===== src/pkg/gpio_map_consts.vh =====
`ifndef GPIO_MAP_CONSTS_VH
`define GPIO_MAP_CONSTS_VH

// Register offsets (byte addresses on the plain port)
`define ADDR_W 8
`define OFF_SETUP_BASE 8'h00
`define OFF_OUT_USER 8'h20
`define OFF_IN_STATE 8'h24
`define OFF_PIN_STATE 8'h28
`define OFF_IRQ_STATUS 8'h2C
`define OFF_IRQ_MASK 8'h30
`define OFF_FUNC_STATUS 8'h34

// Setup word fields, one word per point
`define SU_FUNC_LSB 0
`define SU_FUNC_MSB 3
`define SU_DIR_BIT 4
`define SU_POL_BIT 5
`define SU_SRC_BIT 6
`define SU_CFG_BIT 7
`define SU_W 8
`define SU_RESET 8'h00

// Input function codes
`define IF_USER 4'h0
`define IF_HOME 4'h1
`define IF_PLIM 4'h2
`define IF_NLIM 4'h3
`define IF_GO 4'h4
`define IF_STOP 4'h5
`define IF_PAUSE 4'h6
`define IF_JOGP 4'h7
`define IF_JOGN 4'h8
`define IF_RESET 4'h9

// Output function codes
`define OF_USER 4'h0
`define OF_MOVING 4'h1
`define OF_FAULT 4'h2
`define OF_STALL 4'h3
`define OF_VCHG 4'h4

// Interrupt status bits
`define IRQ_GO 0
`define IRQ_STOP 1
`define IRQ_PAUSE 2
`define IRQ_RESET 3
`define IRQ_W 4

// Program start address for the go function
`define PROG_START_ADDR 16'h0001

`endif


===== src/verilog/general_io_function_mapper.v =====
// Function
// - Active high: high pin reads one
// - Active low: mapping inverted
// - Polarity bit per point setup word
// - Unconfigured point stays idle
// - Each point input/output, sink/source
// - User inputs readable, grouped as bank
// - Go input starts program at address one
// - Stop input decelerates, halts program
// - Pause input toggles suspend and resume
// - Reset input acts like control-C
// - User output set only by program
// - Moving output active while moving
// - Stall output active on stall, encoder
// - Velocity output active while ramping and moving
`timescale 1ns/1ps
`include "gpio_map_consts.vh"

module general_io_function_mapper #(
  parameter NPTS = 8
) (
  input wire sys_clk_i, // System clock, 50 MHz
  input wire nrst_i, // Asynchronous reset, active low
  input wire [`ADDR_W-1:0] addr_i, // Register byte address
  input wire [31:0] wdata_i, // Write data
  input wire wr_i, // Write strobe
  input wire rd_i, // Read strobe
  output reg [31:0] rdata_o, // Read data, cycle after strobe
  input wire [NPTS-1:0] pin_i, // Pin levels seen at the points
  output reg [NPTS-1:0] pin_o, // Pin drive level
  output reg [NPTS-1:0] pin_oe_o, // High while point drives pin
  output reg [NPTS-1:0] src_type_o, // Point is sourcing type
  input wire moving_i, // Motor in motion
  input wire fault_i, // Error condition detected
  input wire stall_i, // Stall detected
  input wire encoder_i, // Encoder fitted
  input wire ramping_i, // Accelerating or decelerating
  output reg home_o, // Homing reference
  output reg plim_o, // Positive travel inhibited
  output reg nlim_o, // Negative travel inhibited
  output reg jogp_o, // Jog positive while high
  output reg jogn_o, // Jog negative while high
  output reg prog_start_o, // Start program pulse
  output reg [15:0] prog_addr_o, // Start address
  output reg stop_decel_o, // Decelerating stop pulse
  output reg prog_halt_o, // Halt program pulse
  output reg paused_o, // Program and motion suspended
  output reg prog_reset_o, // Control-C style reset pulse
  output reg irq_o // Level interrupt
);

  reg [`SU_W-1:0] setup_r [0:NPTS-1];
  reg [NPTS-1:0] out_user_r;
  reg [NPTS-1:0] in_state_r;
  reg [NPTS-1:0] in_prev_r;
  reg [`IRQ_W-1:0] irq_stat_r;
  reg [`IRQ_W-1:0] irq_mask_r;
  reg [NPTS-1:0] logic_nxt;
  reg [NPTS-1:0] drive_nxt;
  reg [NPTS-1:0] oe_nxt;
  reg [NPTS-1:0] src_nxt;
  reg [NPTS-1:0] user_in_nxt;
  reg [4:0] fn_lvl_nxt;
  reg [`IRQ_W-1:0] ev_nxt;
  reg [31:0] rd_nxt;
  reg [3:0] fn;
  reg is_out;
  reg cfg;
  reg pol_low;
  reg rise;
  reg out_state;
  integer i;
  integer j;
  integer m;

  // Per point decode of polarity, direction and function
  always @* begin
    logic_nxt = {NPTS{1'b0}};
    drive_nxt = {NPTS{1'b0}};
    oe_nxt = {NPTS{1'b0}};
    src_nxt = {NPTS{1'b0}};
    user_in_nxt = {NPTS{1'b0}};
    fn_lvl_nxt = 5'h00;
    ev_nxt = {`IRQ_W{1'b0}};
    fn = 4'h0;
    is_out = 1'b0;
    cfg = 1'b0;
    pol_low = 1'b0;
    rise = 1'b0;
    out_state = 1'b0;
    for (i = 0; i < NPTS; i = i + 1) begin
      fn = setup_r[i][`SU_FUNC_MSB:`SU_FUNC_LSB];
      is_out = setup_r[i][`SU_DIR_BIT];
      cfg = setup_r[i][`SU_CFG_BIT];
      pol_low = setup_r[i][`SU_POL_BIT];
      src_nxt[i] = setup_r[i][`SU_SRC_BIT];
      // Logical state: pin level, inverted for active low
      logic_nxt[i] = pin_i[i] ^ pol_low;
      rise = in_state_r[i] & ~in_prev_r[i];
      if (cfg && !is_out) begin
        case (fn)
          `IF_USER: user_in_nxt[i] = in_state_r[i];
          `IF_HOME: fn_lvl_nxt[0] = fn_lvl_nxt[0] | in_state_r[i];
          `IF_PLIM: fn_lvl_nxt[1] = fn_lvl_nxt[1] | in_state_r[i];
          `IF_NLIM: fn_lvl_nxt[2] = fn_lvl_nxt[2] | in_state_r[i];
          `IF_JOGP: fn_lvl_nxt[3] = fn_lvl_nxt[3] | in_state_r[i];
          `IF_JOGN: fn_lvl_nxt[4] = fn_lvl_nxt[4] | in_state_r[i];
          `IF_GO: ev_nxt[`IRQ_GO] = ev_nxt[`IRQ_GO] | rise;
          `IF_STOP: ev_nxt[`IRQ_STOP] = ev_nxt[`IRQ_STOP] | rise;
          `IF_PAUSE: ev_nxt[`IRQ_PAUSE] = ev_nxt[`IRQ_PAUSE] | rise;
          `IF_RESET: ev_nxt[`IRQ_RESET] = ev_nxt[`IRQ_RESET] | rise;
          default: ;
        endcase
      end
      if (cfg && is_out) begin
        case (fn)
          `OF_USER: out_state = out_user_r[i];
          `OF_MOVING: out_state = moving_i;
          `OF_FAULT: out_state = fault_i;
          `OF_STALL: out_state = stall_i & encoder_i;
          `OF_VCHG: out_state = ramping_i & moving_i;
          default: out_state = 1'b0;
        endcase
        // Drive level follows polarity, same mapping as inputs
        drive_nxt[i] = out_state ^ pol_low;
        oe_nxt[i] = 1'b1;
      end
    end
  end

  // Read mux; unmapped addresses read zero
  always @* begin
    rd_nxt = 32'h0000_0000;
    for (j = 0; j < NPTS; j = j + 1) begin
      if (addr_i == `OFF_SETUP_BASE + j * 4)
        rd_nxt = {24'h000000, setup_r[j]};
    end
    case (addr_i)
      `OFF_OUT_USER: rd_nxt = {24'h000000, out_user_r};
      `OFF_IN_STATE: rd_nxt = {24'h000000, user_in_nxt};
      `OFF_PIN_STATE: rd_nxt = {24'h000000, in_state_r};
      `OFF_IRQ_STATUS: rd_nxt = {28'h0000000, irq_stat_r};
      `OFF_IRQ_MASK: rd_nxt = {28'h0000000, irq_mask_r};
      `OFF_FUNC_STATUS: rd_nxt = {26'h0000000, paused_o, fn_lvl_nxt};
      default: ;
    endcase
  end

  // Setup words; points start unconfigured and idle
  always @(posedge sys_clk_i or negedge nrst_i) begin
    if (!nrst_i) begin
      for (m = 0; m < NPTS; m = m + 1)
        setup_r[m] <= `SU_RESET;
    end else begin
      for (m = 0; m < NPTS; m = m + 1)
        if (wr_i && addr_i == `OFF_SETUP_BASE + m * 4)
          setup_r[m] <= wdata_i[`SU_W-1:0];
    end
  end

  // Program registers, sampled inputs and function outputs
  always @(posedge sys_clk_i or negedge nrst_i) begin
    if (!nrst_i) begin
      out_user_r <= {NPTS{1'b0}};
      in_state_r <= {NPTS{1'b0}};
      in_prev_r <= {NPTS{1'b0}};
      irq_mask_r <= {`IRQ_W{1'b0}};
      irq_stat_r <= {`IRQ_W{1'b0}};
      rdata_o <= 32'h0000_0000;
      pin_o <= {NPTS{1'b0}};
      pin_oe_o <= {NPTS{1'b0}};
      src_type_o <= {NPTS{1'b0}};
      home_o <= 1'b0;
      plim_o <= 1'b0;
      nlim_o <= 1'b0;
      jogp_o <= 1'b0;
      jogn_o <= 1'b0;
      prog_start_o <= 1'b0;
      prog_addr_o <= 16'h0000;
      stop_decel_o <= 1'b0;
      prog_halt_o <= 1'b0;
      paused_o <= 1'b0;
      prog_reset_o <= 1'b0;
      irq_o <= 1'b0;
    end else begin
      if (wr_i && addr_i == `OFF_OUT_USER)
        out_user_r <= wdata_i[NPTS-1:0];
      if (wr_i && addr_i == `OFF_IRQ_MASK)
        irq_mask_r <= wdata_i[`IRQ_W-1:0];
      in_state_r <= logic_nxt;
      in_prev_r <= in_state_r;
      // Read clears status, but a new event in that cycle wins
      if (rd_i && addr_i == `OFF_IRQ_STATUS)
        irq_stat_r <= ev_nxt;
      else
        irq_stat_r <= irq_stat_r | ev_nxt;
      irq_o <= |((irq_stat_r | ev_nxt) & irq_mask_r);
      rdata_o <= rd_i ? rd_nxt : 32'h0000_0000;
      pin_o <= drive_nxt;
      pin_oe_o <= oe_nxt;
      src_type_o <= src_nxt;
      home_o <= fn_lvl_nxt[0];
      plim_o <= fn_lvl_nxt[1];
      nlim_o <= fn_lvl_nxt[2];
      // Limits veto jogging toward the blocked side
      jogp_o <= fn_lvl_nxt[3] & ~fn_lvl_nxt[1];
      jogn_o <= fn_lvl_nxt[4] & ~fn_lvl_nxt[2];
      prog_start_o <= ev_nxt[`IRQ_GO];
      if (ev_nxt[`IRQ_GO])
        prog_addr_o <= `PROG_START_ADDR;
      stop_decel_o <= ev_nxt[`IRQ_STOP];
      prog_halt_o <= ev_nxt[`IRQ_STOP];
      prog_reset_o <= ev_nxt[`IRQ_RESET];
      // Stop and reset cancel a pause; pause edge toggles
      if (ev_nxt[`IRQ_STOP] || ev_nxt[`IRQ_RESET])
        paused_o <= 1'b0;
      else if (ev_nxt[`IRQ_PAUSE])
        paused_o <= ~paused_o;
    end
  end

endmodule // general_io_function_mapper


===== config.mk =====
export PLATFORM = sky130hd
export DESIGN_NAME = general_io_function_mapper
export DESIGN_NICKNAME = d
export VERILOG_FILES = /design/src/verilog/general_io_function_mapper.v
export VERILOG_INCLUDE_DIRS = /design/src /design/src/pkg
export SDC_FILE = /design/constraint.sdc
export NUM_CORES = 1
export LEC_CHECK = 0
export ABC_AREA = 1
export BUFFER_PORTS_ARGS = -buffer_cell sky130_fd_sc_hd__buf_2
export CAP_MARGIN = 40
export CORE_UTILIZATION = 50
export CTS_BUF_LIST = sky130_fd_sc_hd__clkbuf_16
export CTS_CLUSTER_DIAMETER = 200
export CTS_CLUSTER_SIZE = 40
export DETAILED_ROUTE_END_ITERATION = 6
export GPL_TIMING_DRIVEN = 1
export PLACE_DENSITY = 0.73
export SYNTH_ARGS = -nofsm -noshare
export SYNTH_HDL_FRONTEND = slang
export SYNTH_SLANG_ARGS = --single-unit

===== constraint.sdc =====
create_clock -name sys_clk_i -period 1.69 [get_ports sys_clk_i]
set_clock_uncertainty 0.2 [all_clocks]
set_input_delay 0.2535 -clock sys_clk_i [delete_from_list [all_inputs] [get_ports sys_clk_i]]
set_output_delay 0.2535 -clock sys_clk_i [all_outputs]
set_load 0.005 [all_outputs]

# Word-level counts from Yosys, hierarchy flattened
# Index checks and enable logic that the tools add are counted.
[classes] addsub=0 n_mul=0 div_mod_pow=0 magnitude_cmp=0 eq_ne=85 n_shift=0 muxes=149 bitwise=104 reduce_logical=47
[ops] operator="$mux W32" n=8
[ops] operator="$pmux W32 S6" n=1
[ops] operator="$eq A4 B3 Y1 const B" n=32
[ops] operator="$mux W1" n=114
[ops] operator="$eq A4 B2 Y1 const B" n=16
[ops] operator="$eq A4 B4 Y1 const B" n=16
[ops] operator="$or A1 B1 Y1" n=63
[ops] operator="$eq A8 B6 Y1 const B" n=6
[ops] operator="$mux W5" n=8
[ops] operator="$pmux W1 S5" n=8
[ops] operator="$mux W4" n=9
[ops] operator="$eq A4 B1 Y1 const B" n=8
[ops] operator="$eq A8 B5 Y1 const B" n=4
[ops] operator="$logic_not A4 Y1" n=8
[ops] operator="$logic_and A1 B1 Y1" n=27
[ops] operator="$eq A8 B4 Y1 const B" n=2
[ops] operator="$xor A1 B1 Y1" n=16
[ops] operator="$and A1 B1 Y1" n=12
[ops] operator="$not A1 Y1" n=11
[ops] operator="$eq A8 B3 Y1 const B" n=1
[ops] operator="$logic_not A1 Y1" n=8
[ops] operator="$logic_not A8 Y1" n=1
[ops] operator="$mux W8" n=1
[ops] operator="$and A4 B4 Y4" n=1
[ops] operator="4 further kinds" n=4
[totals] regBits=163 latch_bits=0 ramBits=0 romBits=0 in_bits=57 out_inout_bits=83 word_cells=413 n_memories=0

# Logic depth before layout (Yosys ltp)
# Gate-level depths: netlist (run 1).
[depth] depth_word=28 depth_mapped=12 ltp_nobuf=12

# Worst setup path before layout (run 1)
# Ideal clock, no wire load.
[synth_path] path_type="register to register" startpoint="register setup_r[51] in the netlist's numbering" endpoint="register paused_o" setup_ns=0.118 arrival_ns=1.174 required_ns=1.372 slack_ns=0.198 path_stages_with_launch=10 n_path_buf=0 period_less_slack_ns=1.492 path_cell_list="dfrtp_1 inv_1 nand2_1 nor3_1 nand2_1 nand2_1 nor2_1 nand2_1 xor2_1 nor2_1"
[synth_via] elab_chain_len=23 word_cells_on_any_way=52 cone_classes="eq/ne (3); mux (29); bitwise (18); reduce/logical (2)"
[synth_lines] element="start, declared" line="general_io_function_mapper.v:52" source="reg [`SU_W-1:0] setup_r [0:NPTS-1];"
[synth_lines] element="start signal, assigned by index" line="general_io_function_mapper.v:153" source="setup_r[m] <= `SU_RESET;"
[synth_lines] element="start signal, assigned by index" line="general_io_function_mapper.v:157" source="setup_r[m] <= wdata_i[`SU_W-1:0];"
[synth_lines] element="$eq A4 B3 Y1 / $eq A4 B4 Y1 (equally long branches)" line="general_io_function_mapper.v:101" source="case (fn)"
[synth_lines] element="$mux W1" line="general_io_function_mapper.v:101"
[synth_lines] element="$mux W4 *" line="general_io_function_mapper.v:100" source="if (cfg && !is_out) begin"
[synth_lines] element="$or A1 B1 Y1, on equally long branches" line="general_io_function_mapper.v:109, general_io_function_mapper.v:111"
[synth_lines] element="$mux W1" line="general_io_function_mapper.v:101"
[synth_lines] element="$mux W4 *" line="general_io_function_mapper.v:100"
[synth_lines] element="$or A1 B1 Y1, on equally long branches" line="general_io_function_mapper.v:109, general_io_function_mapper.v:111"
[synth_lines] element="$mux W1" line="general_io_function_mapper.v:101"
[synth_lines] element="[7 not listed]"
[synth_lines] element="$or A1 B1 Y1, on equally long branches" line="general_io_function_mapper.v:109, general_io_function_mapper.v:111"
[synth_lines] element="$mux W1" line="general_io_function_mapper.v:101"
[synth_lines] element="$mux W4 *" line="general_io_function_mapper.v:100"
[synth_lines] element="$or A1 B1 Y1, on equally long branches" line="general_io_function_mapper.v:109, general_io_function_mapper.v:111"
[synth_lines] element="$mux W1" line="general_io_function_mapper.v:101"
[synth_lines] element="$mux W4 *" line="general_io_function_mapper.v:100"
[synth_lines] element="$logic_or A1 B1 Y1" line="general_io_function_mapper.v:215" source="if (ev_nxt[`IRQ_STOP] || ev_nxt[`IRQ_RESET])"
[synth_lines] element="$mux W1 / $reduce_bool A2 Y1 (equally long branches)"
[synth_lines] element="end signal, assigned" line="general_io_function_mapper.v:218" source="paused_o <= ~paused_o;"
[synth_lines] element="end, declared" line="general_io_function_mapper.v:47" source="output reg paused_o,"
# Every way passes the cells marked *; elsewhere a longest branch is shown, timed or not.
# A chain may end at the register's enable or synchronous reset.

# Worst setup path after layout (run 1)
[layout_path] startpoint="register setup_r[55] in the netlist's numbering" endpoint="register rdata_o[7]"
[layout_via] elab_chain_len=9
[layout_lines] element="$mux W32 (7 in series)" line="general_io_function_mapper.v:135" source="if (addr_i == `OFF_SETUP_BASE + j * 4)"
[layout_lines] element="$pmux W32 S6" line="general_io_function_mapper.v:138" source="case (addr_i)"
[layout_lines] element="$mux W32" line="general_io_function_mapper.v:198" source="rdata_o <= rd_i ? rd_nxt : 32'h0000_0000;"
[layout_lines] element="end signal, assigned" line="general_io_function_mapper.v:198"
[layout_lines] element="end, declared" line="general_io_function_mapper.v:28" source="output reg [31:0] rdata_o,"
# No other way between the ends.

==> results of run 1 <==
[logic make-up after synthesis]
family | Yosys count
simple gates | 628
flops | 139
xor+xnor | 13
other cells | 1
compound gates | 117
buf+inv | 174
[flip-flops by register name, summed over array words and instances (netlist names), 4 cells and up]
register    cells
setup_r        57
in_prev_r       8
in_state_r      8
out_user_r      8
pin_o           8
pin_oe_o        8
rdata_o         8
src_type_o      8
fn              4
irq_mask_r      4
irq_stat_r      4
[final cells by class]
cell class | instances | area share
Inverter | 121 | 0.0445
Timing Repair Buffer | 234 | 0.164
Tap cell | 188 | 0.0223
Multi-Input combinational cell | 797 | 0.382
Sequential cell | 139 | 0.332
Clock inverter | 15 | 0.0154
Clock buffer | 17 | 0.0404
[layout by cell type (no fill, tap or decap), types with 3 or more instances in the layout]
cell type,count
nand2_2,43
xnor2_1,3
inv_4,6
buf_12,10
o21ai_2,6
o21ai_1,8
nand4_1,11
conb_1,39
dfrtp_1,127
buf_6,3
and2_4,3
inv_6,7
nand3_1,64
xor2_1,10
clkbuf_16,17
buf_4,136
nor2_2,40
a21oi_1,9
nor3_1,11
nand2_1,301
nand2_4,8
buf_2,75
nand3_4,6
nand3b_1,5
o21ai_0,84
inv_2,26
nor2_4,20
nor2_1,98
dlygate4sd3_1,10
dfrtp_2,12
nand3_2,12
inv_1,90
[layer usage]
| metal | wire length (microns) | track usage | share of wire | up-vias |
|---|---|---|---|---|
| li1 | - | - | - | 3773 |
| met1 | 11200 | 0.488 | 0.42 | 3751 |
| met2 | 12100 | 0.520 | 0.46 | 443 |
| met3 | 2630 | 0.0671 | 0.099 | 51 |
| met4 | 575 | 0.0865 | 0.022 | 0 |
| met5 | 0 | 0 | 0 | - |
[what timing repair did]
| item | CTS | global route |
|---|---|---|
| buffers inserted | 3 | 12 |
| pin swaps | 4 | 39 |
| endpoints found under the setup margin | 13 | 25 |
| hold buffers | 10 | 0 |
| resized for setup | 47 | 148 |
| hold endpoints to repair | 154 | 0 |
[critical path, stage by stage, from the launching register on]
cell and delay, ns:
dfrtp_1 0.42, buf_4 0.17, nand2_1 0.11, nand3_1 0.13, nor2_1 0.21, nand4_1 0.19, nor2_1 0.13, nor2_1 0.05
[power breakdown]
| part | total, mW | switching (mW) | internal, mW |
|---|---|---|---|
| registers | 3.63 | 0.153 | 3.48 |
| clock network | 3.77 | 1.57 | 2.20 |
| logic | 1.07 | 0.635 | 0.433 |
| total | 8.47 | 2.36 | 6.11 |
[worst min-delay path by stage]
stage | from | to | slack, ns
final | nrst_i | rdata_o[3] | 0.08
after global routing | nrst_i | rdata_o[3] | 0.1
after CTS | nrst_i | cfg | 0.07
after detailed placement | nrst_i | in_state_r[7] | -0.04
after global placement | nrst_i | fn[3] | -0.04
after floorplan | nrst_i | cfg | -0.24
==> impl_results.md, run 1 <==
- GPL Wtd Cong: 1.04
- Ys Warns: 0
- Commonest cells in the netlist: nand2_1, nor2_1, dfrtp_1, inv_1, o21ai_0
- Avg WL per Cell: 17.6 microns
- Worst slew margin: 0.623
- Adder-cell share of the synthesized area: 0
- Register bit total from synthesis: 139
- Fmax: 579 MHz
- Post-synth ARST share: 1.00
- Worst setup SP type: register
- Reg-to-reg endpoint: rdata_o[7]
- Max-Cap Viols: 0
- Sink Count: 139
- Clk_lat worst skew: 0.43 ns
- Slew Limit Fails: 0
- Detailed-route via count: 8018
- Crit path DAT: 1.84 ns
- Clock H-tree levels: 4
- Share of layout cells above drive strength 1: 0.335
- # diodes: 0
- Total CTS buffers: 17
- Post-Layout Cell Count: 1511
- Pwr dens: 804 mW/mm^2
- Violated checks: setup timing
- Synth top area cells: dfrtp_1, nand2_1, nor2_1
- Number of placed cells counting well taps: 1454
- Critical path peak fanout: 4
- Sequential share of the synthesized area: 0.450
- Critical path origin: setup_r[55]
- Congestion Overflow GR: 0
- EDFF count, synth: 0
- Hold slack: 0.0800 ns
- Placed Area: 0.00922 sq mm
- Synth Area in Compound Gates: 0.0788
- Worst reg2reg path depth: 7
- Tot Pwr: 8.47 mW
- ANT nets after route: 0
- Dpl ws: -0.302 ns
- Initial DRC Count: 906
- Die Height: 126 microns
- Max Buffers Root-to-Sink: 2
- Peak VDD IR: 0.701 mV
- Synth Flop Type: dfrtp_1
- Main combinational cell family by area after synthesis: simple AND/OR/NAND/NOR gates
- Layout Nets: 1367
- Largest net degree at the start of global routing: 41
- Final Util: 0.696
- IO Count: 140
- Hold Path Class: in -> async
- WS Path Type: reg -> reg
- Via/cell ratio: 5.31
- Root Driver: clkbuf_16
- Drt total wl: 26.6 mm
- FF-to-FF setup slack: -0.04 ns
- GRT Total Usage: 0.337
- Port bufs: 76
- Fin worst setup slack: -0.0374 ns
- Post-Synthesis Cell Area: 0.00773 sq mm
- Worst-margin pin slew: 0.565 ns
- Post-synthesis simple-gate area fraction: 0.345
- Reg clk slew, reported paths: 0.07 ns
- Initial Util: 0.510
- Storage element area: 0.00349 sq mm
- Post-Synth XOR/XNOR Area: 0.0147
- Initial antenna violation count: 0
- Multi-input gate area: 0.00402 sq mm
- Filler cells: 1256
- Area leader, netlist: dfrtp_1
- Synth cell types: 36
- Final period utilization: 1.02
- Tmin final: 1.73 ns
- Multiplexer area fraction after synthesis: 0
- P&R area growth vs syn: 36.3%
- Cell with the most instances after synthesis: nand2_1
- DPL Wire Length: 19.3 mm
- Die W: 126 microns
- Top-area cell type share of the netlist area: 0.450
- Core area: 0.0151 sq mm
- Status: finished, violations left
- Fin. Hold Viols: 0
- Setup violations, final: 2
- RR Startpoint: setup_r[55]
- Vias in the first global route: 7068
- Final setup TNS: -0.0707 ns
- TritonCTS clock tree: done
- End of the critical path: rdata_o[7]
- Remaining DRCs: 0
- Syn_area_per_cell: 7.21 sq um
- RSZ-0062 raised after global routing: yes
- Die area: 0.0160 sq mm
- Finished Cell Area: 0.0105 sq mm
- Global-route wire length before repair: 39.3 mm
- Static Leak: 5.53 nW
- FP Rows: 45
- Pre-antenna DRT Iters: 5
- Worst path required time: 1.81 ns
- Synthesized instance count: 1072
- CP endpoint kind: register
Note: power is estimated with default switching activity, not from simulation.
==> run 2, diff against run 1 <==
Settings changed: CORE_ASPECT_RATIO set to 1.75, REMOVE_ABC_BUFFERS set to 1.
==> impl_results.md, run 2 (synthesis gave the netlist of run 1 again) <==
- Status: finished, violations left
- Violated checks: setup timing
- Initial DRC Count: 629 (-31%)
- Die W: 96.0 microns (-24%)
- Most common cell after layout, fill and taps aside: nand2_1
- Critical path's slowest cell: dfrtp_1
- ANT nets after route: 0 (unchanged)
- Largest Register: setup_r
- Worst slew margin: 0.636 (+0.0133)
- Port bufs: 76 (unchanged)
- Initial antenna violation count: 0 (unchanged)
- Root Driver: clkbuf_16
- Die Height: 166 microns (+32%)
- DPL Wire Length: 20.7 mm (+7.4%)
- Clock H-tree levels: 4 (unchanged)
- Pwr dens: 805 mW/mm^2 (+0.14%)
- Global-route wire length before repair: 41.2 mm (+4.8%)
- Avg WL per Cell: 18.3 microns (+4.0%)
- Via/cell ratio: 5.29 (-0.35%)
- Die area: 0.0160 sq mm (+0.13%)
- Final setup TNS: -0.0613 ns (+0.00934 ns)
- Tot Pwr: 8.54 mW (+0.82%)
- Vias in the first global route: 7641 (+8.1%)
- Fin worst setup slack: -0.0613 ns (-0.0239 ns)
- Remaining DRCs: 0 (unchanged)
- Hold Path Class: in -> async
- Reg clk slew, reported paths: 0.07 ns (about the same)
- Layout Nets: 1377 (+0.73%)
- CP endpoint kind: register
- Total CTS buffers: 17 (unchanged)
- Max-Cap Viols: 0 (unchanged)
- Worst-margin pin slew: 0.545 ns (-0.0199 ns)
- Crit path DAT: 1.90 ns (+0.06 ns)
- Fin. Hold Viols: 0 (unchanged)
- Most frequent cells in the layout: nand2_1, buf_4, dfrtp_1
- # diodes: 0 (unchanged)
- Setup violations, final: 1 (-1)
- TritonCTS clock tree: done
- Number of placed cells counting well taps: 1458 (+0.28%)
- RSZ-0062 raised after global routing: yes
- Worst path required time: 1.84 ns (+0.03 ns)
- FP Rows: 59 (+31%)
- Slew Limit Fails: 0 (unchanged)
- Final period utilization: 1.04 (+0.0141)
- Congestion Overflow GR: 0 (unchanged)
- Pre-antenna DRT Iters: 5 (unchanged)
- Post-Layout Cell Count: 1515 (+0.26%)
- WS Path Type: reg -> reg
- Max reg flops: 57 (unchanged)
- P&R area growth vs syn: 37.2%
- Static Leak: 5.53 nW (about the same)
- GRT Total Usage: 0.356 (+0.0189)
- Largest net degree at the start of global routing: 42 (+2.4%)
- Crit-path max cell delay: 0.40 ns (-0.02 ns)
- CP Cell Sequence: buf_4 -> nand2_1 -> nor3_1 -> nor2_1 -> nand2_1 -> nand2_1 -> nand2_1 -> nand2_1 -> nor2_1
- Detailed-route via count: 8011 (-0.087%)
- Share of layout cells above drive strength 1: 0.345 (+0.00975)
- Initial Util: 0.516 (+0.00545)
- Sink Count: 139 (unchanged)
- Worst setup SP type: register
- Most common cell on crit path: nand2_1
- Critical path peak fanout: 3 (-1)
- Tmin final: 1.75 ns (+0.0239 ns)
- Max Buffers Root-to-Sink: 2 (unchanged)
- IO Count: 140 (unchanged)
- Drt total wl: 27.7 mm (+4.3%)
- Clk_lat worst skew: 0.42 ns (about the same)
- Fmax: 571 MHz (-1.4%)
- Core area: 0.0150 sq mm (-1.1%)
- FF-to-FF setup slack: -0.06 ns (-0.02 ns)
- Peak VDD IR: 0.600 mV (-14%)
- GPL Wtd Cong: 1.03 (-0.77%)
==> run 2: changes by cell type in the layout (fill, tap and decap cells not counted), moves of 2 or more <==
cell     before  now
buf_12       10    7
buf_4       136  148
dfrtp_1     127  129
dfrtp_2      12   10
inv_1        90   93
inv_4         6    4
inv_6         7    3
nand3_1      64   62
nand3_2      12   17
nand3_4       6    3
nor2_1       98   88
nor2_2       40   47
nor2_4       20   23
==> run 2: power by group <==
group	internal [mW]	total, mW	switching [mW]
logic	0.432	1.07	0.643
registers	3.48	3.63	0.146
clock network	2.32	3.84	1.52
==> run 2: stage by stage <==
stage          worst slack [ns]  instance area (sq um)  utilization  hold WS (ns)
3_5_place_dp             -0.180                   9250        0.617       0.00376
5_1_grt                  -0.102                  10600        0.708         0.125
4_1_cts                -0.00516                  10100        0.672         0.110
6_report                -0.0613                  10600        0.708         0.119
3_3_place_gp             -0.185                   9250        0.617      -0.00109
2_1_floorplan           -0.0948                   7480            -        -0.242
==> run 2: per-layer routing <==
| metal | GRT usage | wire length [microns] | up-vias |
|---|---|---|---|
| li1 | - | - | 3780 |
| met4 | 0.195 | 1610 | 0 |
| met1 | 0.432 | 10300 | 3757 |
| met3 | 0.0594 | 1890 | 103 |
| met5 | 0 | 0 | - |
| met2 | 0.587 | 13900 | 371 |
==> run 2: timing repair <==
item / in CTS / in global routing
hold buffers: 10 / 0
pin swaps: 7 / 38
buffers inserted: 2 / 14
setup endpoints to repair: 12 / 23
resized for setup: 49 / 153
cloned: 0 / 0
hold endpoints to repair: 154 / 0
==> run 2: critical path: cells and delay by family, from the launching register on <==
family | cells | cell delay [ns]
buffers and inverters | 1 | 0.14
DFF | 1 | 0.40
and+or+nand+nor | 8 | 0.95
==> run 2: worst paths after layout <==
| kind | start | end | cells past startpoint |
|---|---|---|---|
| hold reg to reg | setup_r[6] | src_type_o[7] | 0 |
| setup / recovery | setup_r[11] | rdata_o[4] | 9 |
| max in group asynchronous | nrst_i | setup_r[18] | 3 |
| min in group sys_clk_i | wdata_i[5] | setup_r[13] | 4 |
| hold / removal | nrst_i | src_type_o[1] | 2 |
| setup reg to reg | setup_r[11] | rdata_o[4] | 9 |
==> run 2: layout make-up <==
class                      instances  area [sq um]
sequential                       139          3490
fill                            1251          4380
clock buffer                      17           425
clock inverter                    14           170
multi-input combinational        797          4060
tap                              183           229
inverter                         121           464
timing repair buffer             244          1770
